[config.mk]
export PLATFORM = sky130hd
export DESIGN_NAME = adcsr_readout
export DESIGN_NICKNAME = d
export VERILOG_FILES = /design/src/hw/adcsr_pkg.sv /design/src/hw/adcsr_readout.sv
export SDC_FILE = /design/constraint.sdc
export NUM_CORES = 1
export LEC_CHECK = 0
export ABC_CLOCK_PERIOD_IN_PS = 4360
export BUFFER_PORTS_ARGS = -buffer_cell sky130_fd_sc_hd__buf_2
export CAP_MARGIN = 20
export CORE_MARGIN = 2
export CORE_UTILIZATION = 61
export DETAILED_ROUTE_END_ITERATION = 6
export PLACE_DENSITY = 0.85
export SYNTH_ARGS = -nofsm -noshare
export SYNTH_HDL_FRONTEND = slang
export SYNTH_SLANG_ARGS = --single-unit
[constraint.sdc]
create_clock -name clk_i -period 4.36 [get_ports clk_i]
set_clock_uncertainty 0.15 [all_clocks]
set_input_delay 0 -clock clk_i [delete_from_list [all_inputs] [get_ports clk_i]]
set_output_delay 0 -clock clk_i [all_outputs]
set_load 0.005 [all_outputs]
[src/hw/adcsr_pkg.sv]
// Shared constants and carrier types for the converter readout chain
package adcsr_pkg;
	localparam int RESULT_W = 16;
	// Conversion time window in ns
	localparam int T_CONV_MIN_NS = 500;
	localparam int T_CONV_MAX_NS = 1600;
	localparam int CLK_NS = 10;
	localparam int CONV_MIN_CYC = (T_CONV_MIN_NS + CLK_NS - 1) / CLK_NS;
	localparam int CONV_MAX_CYC = T_CONV_MAX_NS / CLK_NS;
	localparam int CONV_CYC = CONV_MAX_CYC;
	localparam logic [15:0] RESULT_RST = 16'h0000;
	localparam logic [4:0] TAIL_EDGE_SEL = 5'h10;
	localparam logic [4:0] TAIL_EDGE_BUSY = 5'h11;

	typedef enum logic [2:0] {
		ADCSR_IDLE = 3'h0,
		ADCSR_CONV = 3'h1,
		ADCSR_SHIFT = 3'h3,
		ADCSR_DONE = 3'h2
	} adcsr_state_t;

	// Serial output pin: data level and drive enable
	typedef struct packed {
		logic o;
		logic oe;
	} adcsr_pin_t;

	// Mode captured at start; in select mode busy_en is set at conversion end unless select and start are both still high
	typedef struct packed {
		logic chain;
		logic busy_en;
	} adcsr_mode_t;
endpackage

[src/hw/adcsr_readout.sv]
// Conversion-start and serial readback logic of a 16-bit sampling converter
`timescale 1ns/1ns
`default_nettype none
module adcsr_readout #(
	parameter int CONV_CYCLES = adcsr_pkg::CONV_CYC
) (
	input wire logic clk_i,
	input wire logic rst_b_i,
	input wire logic convert_start_i,
	input wire logic serial_in_select_i,
	input wire logic sclk_i,
	input wire logic [15:0] result_i,
	output logic serial_result_out_o,
	output logic serial_result_out_oe_o,
	output logic conv_done_o
);
	// Two-stage synchronisers; stage one read only by stage two
	logic [2:0] sync1;
	logic [2:0] sync2;
	logic cnv_d;
	logic sdi_d;
	logic sck_d;
	always_ff @(posedge clk_i or negedge rst_b_i) begin
		if (!rst_b_i) begin
			sync1 <= 3'h0;
			sync2 <= 3'h0;
			cnv_d <= 1'b0;
			sdi_d <= 1'b0;
			sck_d <= 1'b0;
		end else begin
			sync1 <= {convert_start_i, serial_in_select_i, sclk_i};
			sync2 <= sync1;
			cnv_d <= sync2[2];
			sdi_d <= sync2[1];
			sck_d <= sync2[0];
		end
	end
	logic convert_start;
	logic serial_in_select;
	logic sck;
	logic cnv_rise;
	logic sdi_rise;
	logic sck_fall;
	assign convert_start = sync2[2];
	assign serial_in_select = sync2[1];
	assign sck = sync2[0];
	assign cnv_rise = convert_start & ~cnv_d;
	assign sdi_rise = serial_in_select & ~sdi_d;
	assign sck_fall = ~sck & sck_d;

	adcsr_pkg::adcsr_state_t state;
	adcsr_pkg::adcsr_state_t next_state;
	adcsr_pkg::adcsr_mode_t mode;
	adcsr_pkg::adcsr_mode_t next_mode;
	adcsr_pkg::adcsr_pin_t pin;
	adcsr_pkg::adcsr_pin_t next_pin;
	logic [15:0] conv_cnt;
	logic [15:0] next_conv_cnt;
	logic [15:0] shreg;
	logic [15:0] next_shreg;
	logic [4:0] edges;
	logic [4:0] next_edges;
	logic done;
	logic next_done;

	always_comb begin
		next_state = state;
		next_mode = mode;
		next_pin = pin;
		next_conv_cnt = conv_cnt;
		next_shreg = shreg;
		next_edges = edges;
		next_done = 1'b0;
		case (state)
			adcsr_pkg::ADCSR_IDLE: begin
				if (!serial_in_select && !convert_start) begin
					next_pin = '{o: 1'b0, oe: 1'b1};
				end
				if (cnv_rise) begin
					// Serial input decides select or chain mode
					next_mode.chain = ~sdi_d;
					next_mode.busy_en = ~sdi_d & sck_d;
					next_conv_cnt = 16'(CONV_CYCLES - 1);
					next_edges = 5'h00;
					next_state = adcsr_pkg::ADCSR_CONV;
					if (sdi_d) begin
						next_pin = '{o: 1'b0, oe: 1'b0};
					end
				end
			end
			adcsr_pkg::ADCSR_CONV: begin
				// Convert start ignored until the count runs out
				if (conv_cnt != 16'h0000) begin
					next_conv_cnt = conv_cnt - 16'h0001;
				end else begin
					next_shreg = result_i;
					next_done = 1'b1;
					next_state = adcsr_pkg::ADCSR_SHIFT;
					if (mode.chain) begin
						// Busy chain: high flag bit before data
						next_pin = '{o: mode.busy_en ? 1'b1 : result_i[15], oe: 1'b1};
						next_mode.busy_en = mode.busy_en;
					end else if (!serial_in_select || !convert_start) begin
						next_mode.busy_en = 1'b1;
						next_pin = '{o: 1'b0, oe: 1'b1};
					end else begin
						next_pin = '{o: 1'b0, oe: 1'b0};
					end
				end
			end
			adcsr_pkg::ADCSR_SHIFT: begin
				if (mode.chain) begin
					if (sck_fall) begin
						// Output changes only on falls, so held over both edges
						next_shreg = {shreg[14:0], serial_in_select};
						next_pin.o = mode.busy_en ? shreg[15] : shreg[14];
						next_edges = edges + 5'h01;
					end
					if (cnv_rise) begin
						next_state = adcsr_pkg::ADCSR_IDLE;
					end
				end else begin
					if (!serial_in_select) begin
						if (!pin.oe) begin
							// Select low without busy: MSB presented at once
							next_pin = '{o: shreg[15], oe: 1'b1};
						end else if (sck_fall) begin
							next_pin.o = mode.busy_en ? shreg[15] : shreg[14];
							next_shreg = {shreg[14:0], 1'b0};
							next_edges = edges + 5'h01;
						end
					end
					if (sdi_rise || (sck_fall && next_edges == (mode.busy_en ?
						adcsr_pkg::TAIL_EDGE_BUSY : adcsr_pkg::TAIL_EDGE_SEL))) begin
						next_pin = '{o: 1'b0, oe: 1'b0};
						next_state = adcsr_pkg::ADCSR_DONE;
					end
				end
			end
			adcsr_pkg::ADCSR_DONE: begin
				next_state = adcsr_pkg::ADCSR_IDLE;
			end
			default: begin
				next_state = adcsr_pkg::ADCSR_IDLE;
			end
		endcase
	end

	always_ff @(posedge clk_i or negedge rst_b_i) begin
		if (!rst_b_i) begin
			state <= adcsr_pkg::ADCSR_IDLE;
			mode <= '0;
			pin <= '0;
			conv_cnt <= 16'h0000;
			shreg <= adcsr_pkg::RESULT_RST;
			edges <= 5'h00;
			done <= 1'b0;
		end else begin
			state <= next_state;
			mode <= next_mode;
			pin <= next_pin;
			conv_cnt <= next_conv_cnt;
			shreg <= next_shreg;
			edges <= next_edges;
			done <= next_done;
		end
	end

	assign serial_result_out_o = pin.o;
	assign serial_result_out_oe_o = pin.oe;
	assign conv_done_o = done;

	property p_start_float;
		@(posedge clk_i) disable iff (!rst_b_i)
		(state == adcsr_pkg::ADCSR_IDLE && cnv_rise && sdi_d) |=> !serial_result_out_oe_o;
	endproperty
	a_start_float: assert property (p_start_float) else $error("output not floated at start");

	property p_drive_low;
		@(posedge clk_i) disable iff (!rst_b_i)
		(state == adcsr_pkg::ADCSR_IDLE && !serial_in_select && !convert_start && !cnv_rise)
			|=> serial_result_out_oe_o && !serial_result_out_o;
	endproperty
	a_drive_low: assert property (p_drive_low) else $error("output not driven low");

	property p_conv_len;
		@(posedge clk_i) disable iff (!rst_b_i)
		(state == adcsr_pkg::ADCSR_IDLE && cnv_rise) |=> (state == adcsr_pkg::ADCSR_CONV)
			##CONV_CYCLES conv_done_o;
	endproperty
	a_conv_len: assert property (p_conv_len) else $error("conversion length wrong");

	property p_conv_bounds;
		@(posedge clk_i) CONV_CYCLES >= adcsr_pkg::CONV_MIN_CYC && CONV_CYCLES <= adcsr_pkg::CONV_MAX_CYC;
	endproperty
	a_conv_bounds: assert property (p_conv_bounds) else $error("conversion length out of bounds");

	property p_busy_low;
		@(posedge clk_i) disable iff (!rst_b_i)
		(conv_done_o && !mode.chain && mode.busy_en) |-> serial_result_out_oe_o && !serial_result_out_o;
	endproperty
	a_busy_low: assert property (p_busy_low) else $error("busy low not driven");

	property p_chain_busy_high;
		@(posedge clk_i) disable iff (!rst_b_i)
		(conv_done_o && mode.chain && mode.busy_en) |-> serial_result_out_o && serial_result_out_oe_o;
	endproperty
	a_chain_busy_high: assert property (p_chain_busy_high) else $error("chain busy not high");

	property p_chain_msb;
		@(posedge clk_i) disable iff (!rst_b_i)
		(conv_done_o && mode.chain && !mode.busy_en) |-> serial_result_out_o == shreg[15];
	endproperty
	a_chain_msb: assert property (p_chain_msb) else $error("chain MSB not presented");

	property p_chain_shift;
		@(posedge clk_i) disable iff (!rst_b_i)
		(state == adcsr_pkg::ADCSR_SHIFT && mode.chain && sck_fall && !cnv_rise)
			|=> shreg == {$past(shreg[14:0]), $past(serial_in_select)};
	endproperty
	a_chain_shift: assert property (p_chain_shift) else $error("chain shift wrong");

	property p_stable;
		@(posedge clk_i) disable iff (!rst_b_i)
		(state == adcsr_pkg::ADCSR_SHIFT && pin.oe && !sck_fall && !sdi_rise)
			|=> $stable(serial_result_out_o);
	endproperty
	a_stable: assert property (p_stable) else $error("output changed off falling edge");

	property p_float_sdi;
		@(posedge clk_i) disable iff (!rst_b_i)
		(state == adcsr_pkg::ADCSR_SHIFT && !mode.chain && sdi_rise) |=> !serial_result_out_oe_o;
	endproperty
	a_float_sdi: assert property (p_float_sdi) else $error("no float on select high");

	property p_mode_pick;
		@(posedge clk_i) disable iff (!rst_b_i)
		(state == adcsr_pkg::ADCSR_IDLE && cnv_rise) |=> mode.chain == !$past(sdi_d)
			&& (mode.busy_en == ($past(!sdi_d) && $past(sck_d)));
	endproperty
	a_mode_pick: assert property (p_mode_pick) else $error("mode chosen wrongly");

	property p_conv_hold;
		@(posedge clk_i) disable iff (!rst_b_i)
		(state == adcsr_pkg::ADCSR_CONV && conv_cnt != 16'h0000) |=> (state == adcsr_pkg::ADCSR_CONV);
	endproperty
	a_conv_hold: assert property (p_conv_hold) else $error("conversion left early");

	property p_conv_float;
		@(posedge clk_i) disable iff (!rst_b_i)
		(state == adcsr_pkg::ADCSR_CONV && !mode.chain) |-> !serial_result_out_oe_o;
	endproperty
	a_conv_float: assert property (p_conv_float) else $error("output driven in conversion");

	property p_done_shift;
		@(posedge clk_i) disable iff (!rst_b_i)
		conv_done_o |-> (state == adcsr_pkg::ADCSR_SHIFT) ##1 !conv_done_o;
	endproperty
	a_done_shift: assert property (p_done_shift) else $error("no readback after completion");

	// Select mode without busy: nothing driven until select falls
	property p_nobusy_msb;
		@(posedge clk_i) disable iff (!rst_b_i)
		(state == adcsr_pkg::ADCSR_SHIFT && !mode.chain && !serial_in_select && !pin.oe)
			|=> serial_result_out_oe_o && serial_result_out_o == $past(shreg[15]);
	endproperty
	a_nobusy_msb: assert property (p_nobusy_msb) else $error("MSB not presented");

	property p_chain_out;
		@(posedge clk_i) disable iff (!rst_b_i)
		(state == adcsr_pkg::ADCSR_SHIFT && mode.chain && sck_fall)
			|=> serial_result_out_o == (mode.busy_en ? $past(shreg[15]) : $past(shreg[14]));
	endproperty
	a_chain_out: assert property (p_chain_out) else $error("chain output bit wrong");

	// Last counted fall floats the pin; busy mode counts the flag bit too
	property p_tail_float;
		@(posedge clk_i) disable iff (!rst_b_i)
		(state == adcsr_pkg::ADCSR_SHIFT && !mode.chain && !serial_in_select && pin.oe && sck_fall
			&& (edges + 5'h01) == (mode.busy_en ? adcsr_pkg::TAIL_EDGE_BUSY
			: adcsr_pkg::TAIL_EDGE_SEL)) |=> !serial_result_out_oe_o;
	endproperty
	a_tail_float: assert property (p_tail_float) else $error("no float at last fall");
endmodule
`default_nettype wire

==> results.cfg, run 1 <==
[logic_synthesis]
yosysWarningCount = 0
ys_types = 40
avgSynthCellArea_um2 = 9.41
yosys_register_bits = 53
synthTopCellsByArea = dfrtp_1 (49%), o21ai_0 (6.7%), mux2i_1 (5.6%)
syn_area_mm2 = 0.00269
synthArstFlopShare_pct = 100
synthesis.instances = 286
synth_sequential_area_ratio_pct = 49.3
syn_nets = 309
synth_top_area_share_pct = 49.3
ys.flop_type = dfrtp_1
yosysTopAreaCell = dfrtp_1
synth-edff-count = 0

[clock_tree]
cts_setup_buffers = 0
cts-resized-gates = 0
clockBufferDepth = 2
cts_tree = yes
clk_latency_ns = 0.30
cts-root-buf = clkbuf_8
cts_sinks = 53
path_clk_slew_ns = 0.10
hold_buffers = 20
numCtsBuffers = 5
htreeDepth = 2

[grt]
grt_busiest_layer = met2
grt_use_met1_pct = 35.2
grt_pass1_wl_um = 10100
grtUsageTotal_pct = 25.5
grt.overflow.total = 0
grt_max_degree = 54
antenna_found_initial = 0
grt_use_met2_pct = 41.7
grt_pass1_vias = 2230
use_met3_pct = 3.32

[worst_setup_path]
cp_slowest_cell = nand2_1
worstSetupPathType = reg -> reg
cp.required_ns = 4.35
worstPathMaxFanout = 32
cpPeakStageDelay_ns = 0.52
worst_setup_path_end_kind = flop
cp_cell_sequence = nor4_1, nand4_1, o21ai_0, nand2_1, nand2_1, o21ai_0
start_kind = flop
arrival_ns = 2.65

[route]
drt_first_iter_violations = 215
routed_wl_um = 5870
vias = 2244
wl_per_cell_um = 15.6
dr.pass1.iters = 5
ant_nets = 0
viasPerCell = 5.95
drc = 0

[sta]
relSlewSlack_pct = 38.5
finalSetupTns_ns = 0
hold_violations = 0
max_freq_mhz = 375
tightest_slew_ns = 0.917
finalCriticalPeriod_ns = 2.67
rsz0062_at_grt = no
drv_slew = 0
setup_viol = 0
fin_crit_sh_pct = 61.1

[floorplanning]
dieArea_mm2 = 0.00496
die_w_um = 70.4
start_util_pct = 62.6
fp.dieH_um = 70.4
design.portCount = 24
rows = 24
core_mm2 = 0.00429

[final_layout]
seq_area_mm2 = 0.00133
multi_input_area_mm2 = 0.00128
layout.nets = 347
mostFrequentLayoutCell = dfrtp_1
final_cell_mix = dfrtp_1 (53), nand2_1 (37), o21ai_0 (36)
nFillCells = 300
drive_gt1_share_pct = 12.3
synthToLayoutAreaGrowth_pct = 15.9
diodes = 0

[outcome]
status = finished clean

[power_and_ir_drop]
max-vdd-ir-drop_uv = 286
leakage_nw = 1.31
total_power_mw = 1.64
p_per_area_mw_per_mm2 = 527

[placement]
gp_congestion = 0.910
hpwlAfterDp_um = 3740
io_buffers = 23

[min_path]
hold_class = in -> async

[run]
max-cap-violations = 0
report_power, final:
| group | switching, mW | internal [mW] |
|---|---|---|
| Combinational | 0.309 | 0.236 |
| Sequential | 0.175 | 0.646 |
| Clock | 0.162 | 0.114 |
| Total | 0.645 | 0.997 |
per-stage QoR:
step / area, um2 / cells / setup WS [ns] / hold WS (ns) / utilization [%]
after floorplan: 2690 / 286 / 2.35 / -0.446 / -
after global placement: 2830 / 349 / 1.94 / -0.0419 / 65.9
after detailed placement: 2830 / 349 / 1.81 / -0.0407 / 65.9
after CTS: 3120 / 377 / 1.78 / 0.179 / 72.6
after global routing: 3120 / 377 / 1.34 / 0.172 / 72.6
final: 3120 / 377 / 1.69 / 0.181 / 72.6
layout make-up:
| class | count | area share (%) |
|---|---|---|
| clock inverters | 3 | 0.682 |
| repair buffers | 45 | 10.6 |
| well taps | 52 | 2.09 |
| inverters | 6 | 0.722 |
| flip-flops and latches | 53 | 42.5 |
| clock buffers | 5 | 2.21 |
| multi-input cells | 213 | 41.2 |
path summary, 6_finish.rpt:
kind / from / end / slack [ns] / cells past startpoint
max: conv_cnt[12] / shreg[0] / 1.69 / 6
min: rst_b_i / conv_cnt[12] / 0.18 / 3
max reg2reg: conv_cnt[12] / shreg[0] / 1.69 / 6
min reg2reg: sync1[2] / sync2[2] / 0.21 / 0
max in group asynchronous: rst_b_i / mode[0] / 3.45 / 3
min in group clk_i: convert_start_i / sync1[2] / 0.19 / 2
registers in the layout, summed over array words and instances, names as in the netlist:
| register | count |
|---|---|
| conv_cnt | 16 |
| shreg | 16 |
| edges | 5 |
| sync1 | 3 |
| sync2 | 3 |
| mode | 2 |
| state | 2 |
| cnv_d | 1 |
| conv_done_o | 1 |
| sck_d | 1 |
| sdi_d | 1 |
| serial_result_out_o | 1 |
| serial_result_out_oe_o | 1 |
cell families after synthesis:
family,synth area share (%)
AOI/OAI and AO/OA,16.1
xor gates and xnor gates,3.91
adders and majority gates,0.930
buffers and inverters,3.16
DFF,49.3
muxes,5.58
and+or+nand+nor,21.0
per-layer routing:
metal  wire length (um)  vias up  share of wire [%]
met3                247       12                4.2
met2               2840       81                 48
li1                   -     1089                  -
met1               2670     1062                 46
met5                  0        -                  0
met4                104        0                1.8
Yosys cell counts (all sizes together) (5+ instances only):
library cell,n
a21oi,17
nor2b,8
nor4,5
o21ai,36
or3,6
inv,6
nor2,18
nor3,15
dfrtp,53
clkbuf,11
mux2i,15
nand3,6
nand2,37
xnor2,8
worst max-delay path, delay by kind of cell, from the launching register on:
family | cells | cell delay (ns)
flops | 1 | 0.43
simple gates | 4 | 1.54
compound gates | 2 | 0.37
(Power assumes the default switching activity.)
==> inputs of run 2 (changes only) <==
--- a/config.mk
+++ b/config.mk
@@ -5,13 +5,13 @@
 export SDC_FILE = /design/constraint.sdc
 export NUM_CORES = 1
 export LEC_CHECK = 0
-export ABC_CLOCK_PERIOD_IN_PS = 4360
+export ABC_CLOCK_PERIOD_IN_PS = 2250
 export BUFFER_PORTS_ARGS = -buffer_cell sky130_fd_sc_hd__buf_2
 export CAP_MARGIN = 20
 export CORE_MARGIN = 2
-export CORE_UTILIZATION = 61
+export CORE_UTILIZATION = 53
 export DETAILED_ROUTE_END_ITERATION = 6
-export PLACE_DENSITY = 0.85
+export PLACE_DENSITY = 0.79
 export SYNTH_ARGS = -nofsm -noshare
 export SYNTH_HDL_FRONTEND = slang
 export SYNTH_SLANG_ARGS = --single-unit
==> constraint.sdc (replaced) <==
create_clock -name clk_i -period 2.25 [get_ports clk_i]
set_clock_uncertainty 0.15 [all_clocks]
set_input_delay 0 -clock clk_i [delete_from_list [all_inputs] [get_ports clk_i]]
set_output_delay 0 -clock clk_i [all_outputs]
set_load 0.005 [all_outputs]
==> run 2 against run 1 <==
Total power increased by 110%. Clock power increased by 150%. Fmax increased by 26%. Die area increased by 14%. Combinational power increased by 110%. Critical path depth unchanged. Highest routed layer unchanged.
==> results.cfg, run 2 (synthesized netlist as in run 1, its figures left out) <==
[outcome]
status = finished clean

[sta]
layout_setup_ws_ns = 0.130
tightest_slew_ns = 0.655
hold_slack_ns = 0.178
relSlewSlack_pct = 56.4
drv_slew = 0
max_freq_mhz = 472
hold_violations = 0
finalCriticalPeriod_ns = 2.12
rsz0062_at_grt = yes
setup_viol = 0
fin_crit_sh_pct = 94.2

[route]
drt_first_iter_violations = 213
wl_per_cell_um = 14.2
routed_wl_um = 5730
dr.pass1.iters = 4
vias = 2232
viasPerCell = 5.52
ant_nets = 0
drc = 0

[grt]
grtUsageTotal_pct = 22.3
grt_pass1_vias = 1966
grt_pass1_wl_um = 9450
antenna_found_initial = 0
grt_max_degree = 54
grt.overflow.total = 0

[worst_setup_path]
cp_cell_sequence = nand3b_1, or4_1, o2111a_2, a2111oi_4, o31ai_1, o31ai_1
cp.required_ns = 2.32
start_kind = flop
worst_setup_path_end_kind = flop
cp_slowest_cell = or4_1
reg2reg_depth = 6
critical-path-top-delay-family = simple AND/OR/NAND/NOR gates
reg2reg_to = serial_result_out_o
reg2reg_from = sync2[0]
reg2reg_slack_ns = 0.13
cp.buffers_inverters = 0
worstSetupPathType = reg -> reg
crit_path_frequent_cell = o31ai_1
startpoint = sync2[0]
cpPeakStageDelay_ns = 0.48
arrival_ns = 2.19
worstPathMaxFanout = 5

[clock_tree]
numCtsBuffers = 5
cts_sinks = 53
path_clk_slew_ns = 0.10
cts-root-buf = clkbuf_8
htreeDepth = 2
clockBufferDepth = 2
clk_latency_ns = 0.31
cts_tree = yes

[final_layout]
diodes = 0
nFillCells = 384
postLayoutCellArea_mm2 = 0.00328
layout.nets = 359
drive_gt1_share_pct = 16.3
final_cell_mix = dfrtp_1 (53), nand2_1 (37), o21ai_0 (34)
mostFrequentLayoutCell = dfrtp_1
final_util_pct = 68.1
synthToLayoutAreaGrowth_pct = 21.9
top_regs = conv_cnt: 16 flops, shreg: 16 flops, edges: 5 flops

[placement]
gp_congestion = 0.927
pre_cts_slack_ns = 0.0935
io_buffers = 23
placed_area_mm2 = 0.00290
hpwlAfterDp_um = 3640

[floorplanning]
die_w_um = 75.2
design.portCount = 24
dieArea_mm2 = 0.00566
core_mm2 = 0.00482
fp.dieH_um = 75.2
start_util_pct = 55.8
rows = 25

[power_and_ir_drop]
total_power_mw = 3.39
p_per_area_mw_per_mm2 = 1030
leakage_nw = 1.39
max-vdd-ir-drop_uv = 616

[run]
max-cap-violations = 0

[min_path]
hold_class = in -> async
==> run 2: cell count changes in the layout (fill, tap and decap cells not counted), moves of 2 or more <==
cell | before | now
nor4_1 | 4 | 2
o21ai_0 | 36 | 34
o21ai_1 | 0 | 2
buf_4 | 2 | 12
nor4_2 | 1 | 3
==> run 2: report_power, final <==
part / switching [mW] / leakage, nW / internal [mW]
Clock: 0.315 / 0.0574 / 0.362
Sequential: 0.304 / 0.623 / 1.25
Combinational: 0.639 / 0.709 / 0.516
Total: 1.26 / 1.39 / 2.13
==> run 2: worst register-to-register path, cell delays in order (launching register included) <==
cell,delay (ns)
dfrtp_1,0.46
nand3b_1,0.23
or4_1,0.48
o2111a_2,0.19
a2111oi_4,0.34
o31ai_1,0.10
o31ai_1,0.08
==> run 2: how the worst max path moves through the flow <==
stage	end	slack (ns)	cells after the start
final	serial_result_out_o	0.13	6
after global routing	shreg[1]	-0.02	9
after CTS	serial_result_out_o	0.07	7
after detailed placement	serial_result_out_o	0.09	5
after global placement	serial_result_out_o	0.17	5
after floorplan	serial_result_out_o	0.24	7
==> run 2: stage by stage <==
step | instances | TNS, ns
2_1_floorplan | 286 | 0
3_3_place_gp | 372 | 0
3_5_place_dp | 372 | 0
4_1_cts | 400 | 0
5_1_grt | 404 | -0.0534
6_report | 404 | 0
==> run 2: area by class of cell <==
class / count / area [um2] / area share, %
multi-input cells: 214 / 1310 / 39.9
repair buffers: 56 / 417 / 12.7
clock buffers: 6 / 82.6 / 2.52
clock inverters: 2 / 37.5 / 1.15
flip-flops and latches: 53 / 1330 / 40.5
well taps: 67 / 83.8 / 2.56
inverters: 6 / 22.5 / 0.687
==> run 2: what timing repair did <==
action / in CTS / in global routing
endpoints found under the setup margin: 0 / 34
setup buffers: 0 / 3
hold buffers: 20 / 0
gates resized for setup: 0 / 9
hold endpoints to repair: 72 / 0
==> run 2: metal layers <==
| layer | GRT usage (%) | vias up | share of wire [%] |
|---|---|---|---|
| li1 | - | 1123 | - |
| met1 | 32.8 | 1031 | 47 |
| met2 | 32.9 | 70 | 46 |
| met3 | 4.69 | 8 | 5.2 |
| met4 | 7.41 | 0 | 1.6 |
| met5 | 0 | - | 0 |
==> inputs of run 3 (changes only) <==
--- a/config.mk
+++ b/config.mk
@@ -6,11 +6,11 @@
 export NUM_CORES = 1
 export LEC_CHECK = 0
 export ABC_CLOCK_PERIOD_IN_PS = 2250
-export BUFFER_PORTS_ARGS = -buffer_cell sky130_fd_sc_hd__buf_2
 export CAP_MARGIN = 20
 export CORE_MARGIN = 2
-export CORE_UTILIZATION = 53
+export CORE_UTILIZATION = 57
 export DETAILED_ROUTE_END_ITERATION = 6
+export DONT_BUFFER_PORTS = 1
 export PLACE_DENSITY = 0.79
 export SYNTH_ARGS = -nofsm -noshare
 export SYNTH_HDL_FRONTEND = slang
==> run 3 against run 2 <==
Critical path depth grew 1. Sequential power about the same. Sequential cell count is the same. Fmax is 1.1% lower. Critical endpoint is now conv_cnt[0].
==> results.cfg, run 3 (synthesized netlist as in run 1, its figures left out) <==
[sta]
max_freq_mhz = 466
tightest_slew_ns = 0.467
relSlewSlack_pct = 68.8
drv_slew = 0
finalCriticalPeriod_ns = 2.14
hold_violations = 0
fin_crit_sh_pct = 95.3
setup_viol = 0

[placement]
numPlacedInstances = 335
hpwlAfterDp_um = 3860
placed_area_mm2 = 0.00278
gp_congestion = 0.876
io_buffers = 0

[power_and_ir_drop]
p_switching_mw = 1.27
swShare_pct = 37.9
clockPowerShare_pct = 17.1
power_frac_comb_pct = 36.2
p_int_mw = 2.08
leakage_nw = 1.34
max-vdd-ir-drop_uv = 649
p_per_area_mw_per_mm2 = 1040
seqPwrFrac_pct = 46.7

[route]
drt_first_iter_violations = 246
dr.pass1.iters = 4
wl_per_cell_um = 16.1
drc = 0
routed_wl_um = 5990
vias = 2263
viasPerCell = 6.07
ant_nets = 0

[worst_setup_path]
worstSetupPathType = reg -> reg
arrival_ns = 2.19
start_kind = flop
cp.required_ns = 2.30
reg2reg_from = conv_cnt[8]
startpoint = conv_cnt[8]
worst_setup_path_end_kind = flop
worstPathMaxFanout = 8

[floorplanning]
design.portCount = 24
fp.dieH_um = 72.7
die_w_um = 72.7
dieArea_mm2 = 0.00529
start_util_pct = 60.5
core_mm2 = 0.00444
rows = 24

[final_layout]
top_regs = conv_cnt: 16 flops, shreg: 16 flops, edges: 5 flops
mostFrequentLayoutCell = dfrtp_1
synthToLayoutAreaGrowth_pct = 19.5
layout.nets = 343
postLayoutCellArea_mm2 = 0.00321
diodes = 0
drive_gt1_share_pct = 12.8
final_cell_mix = dfrtp_1 (53), nand2_1 (37), o21ai_0 (34)
stdcell_count = 373

[clock_tree]
path_clk_slew_ns = 0.09
cts_sinks = 53
htreeDepth = 2
cts_tree = yes
numCtsBuffers = 5
clk_latency_ns = 0.30
cts-root-buf = clkbuf_8
clockBufferDepth = 2

[grt]
grt_pass1_wl_um = 10300
grtUsageTotal_pct = 24.8
grt_pass1_vias = 2197
grt.overflow.total = 0
grt_max_degree = 54
antenna_found_initial = 0

[min_path]
hold_class = in -> async

[outcome]
status = finished clean

[run]
max-cap-violations = 0
==> run 3: final cells by class <==
type / instances / area, um2
Tap cell: 52 / 65.1
Multi-Input combinational cell: 213 / 1320
Inverter: 6 / 22.5
Sequential cell: 53 / 1330
Timing Repair Buffer: 41 / 382
Clock buffer: 7 / 96.3
Clock inverter: 1 / 5.00
Fill cell: 326 / 1230
==> run 3: power by group through the flow <==
stage	Combinational (mW)	Sequential (mW)	Clock, mW
floorplan	0.835	1.48	0
global placement	0.990	1.54	0
detailed placement	1.03	1.55	0
CTS	1.09	1.54	0.590
global route	1.37	1.61	0.629
finish	1.22	1.57	0.574
==> run 3: metrics by stage <==
stage / hold slack (ns) / setup TNS (ns) / total power, mW / worst slack, ns / utilization [%]
2_1_floorplan: -0.446 / 0 / 2.31 / 0.237 / -
3_3_place_gp: -0.444 / 0 / 2.53 / 0.0489 / 62.4
3_5_place_dp: -0.444 / -0.00540 / 2.59 / -0.00540 / 62.4
4_1_cts: 0.0721 / 0 / 3.22 / 0.000762 / 70.2
5_1_grt: 0.0762 / -0.194 / 3.61 / -0.0509 / 72.3
6_report: 0.0521 / 0 / 3.36 / 0.106 / 72.3
==> run 3: layer usage <==
layer  vias to the layer above  track usage, %  wire length [um]
met2                        72            38.9              2860
met5                         -               0                 0
li1                       1089               -                 -
met1                      1092            35.2              2690
met3                        10            5.25               341
met4                         0            7.00               102
==> run 3: what timing repair did <==
action,4_1_cts,5_1_grt
pin swaps,0,4
endpoints found under the hold margin,73,0
resized for setup,1,10
setup endpoints to repair,3,32
setup buffers,2,7
hold buffers,21,0
==> run 3: worst max-delay path, stage by stage (launching register included) <==
cell     delay, ns
dfrtp_1       0.43
nor3_1        0.40
nand4_1       0.31
and2_4        0.29
buf_4         0.14
buf_4         0.12
nor3_1        0.15
a21oi_1       0.05
==> run 3: path summary, 6_finish.rpt <==
kind | end | slack, ns | cells past startpoint
min in group clk_i | sync1[1] | 0.11 | 1
max in group asynchronous | sync2[1] | 1.67 | 2
max reg2reg | conv_cnt[0] | 0.11 | 7
max | conv_cnt[0] | 0.11 | 7
min | shreg[15] | 0.05 | 2
min reg2reg | sync2[2] | 0.20 | 0
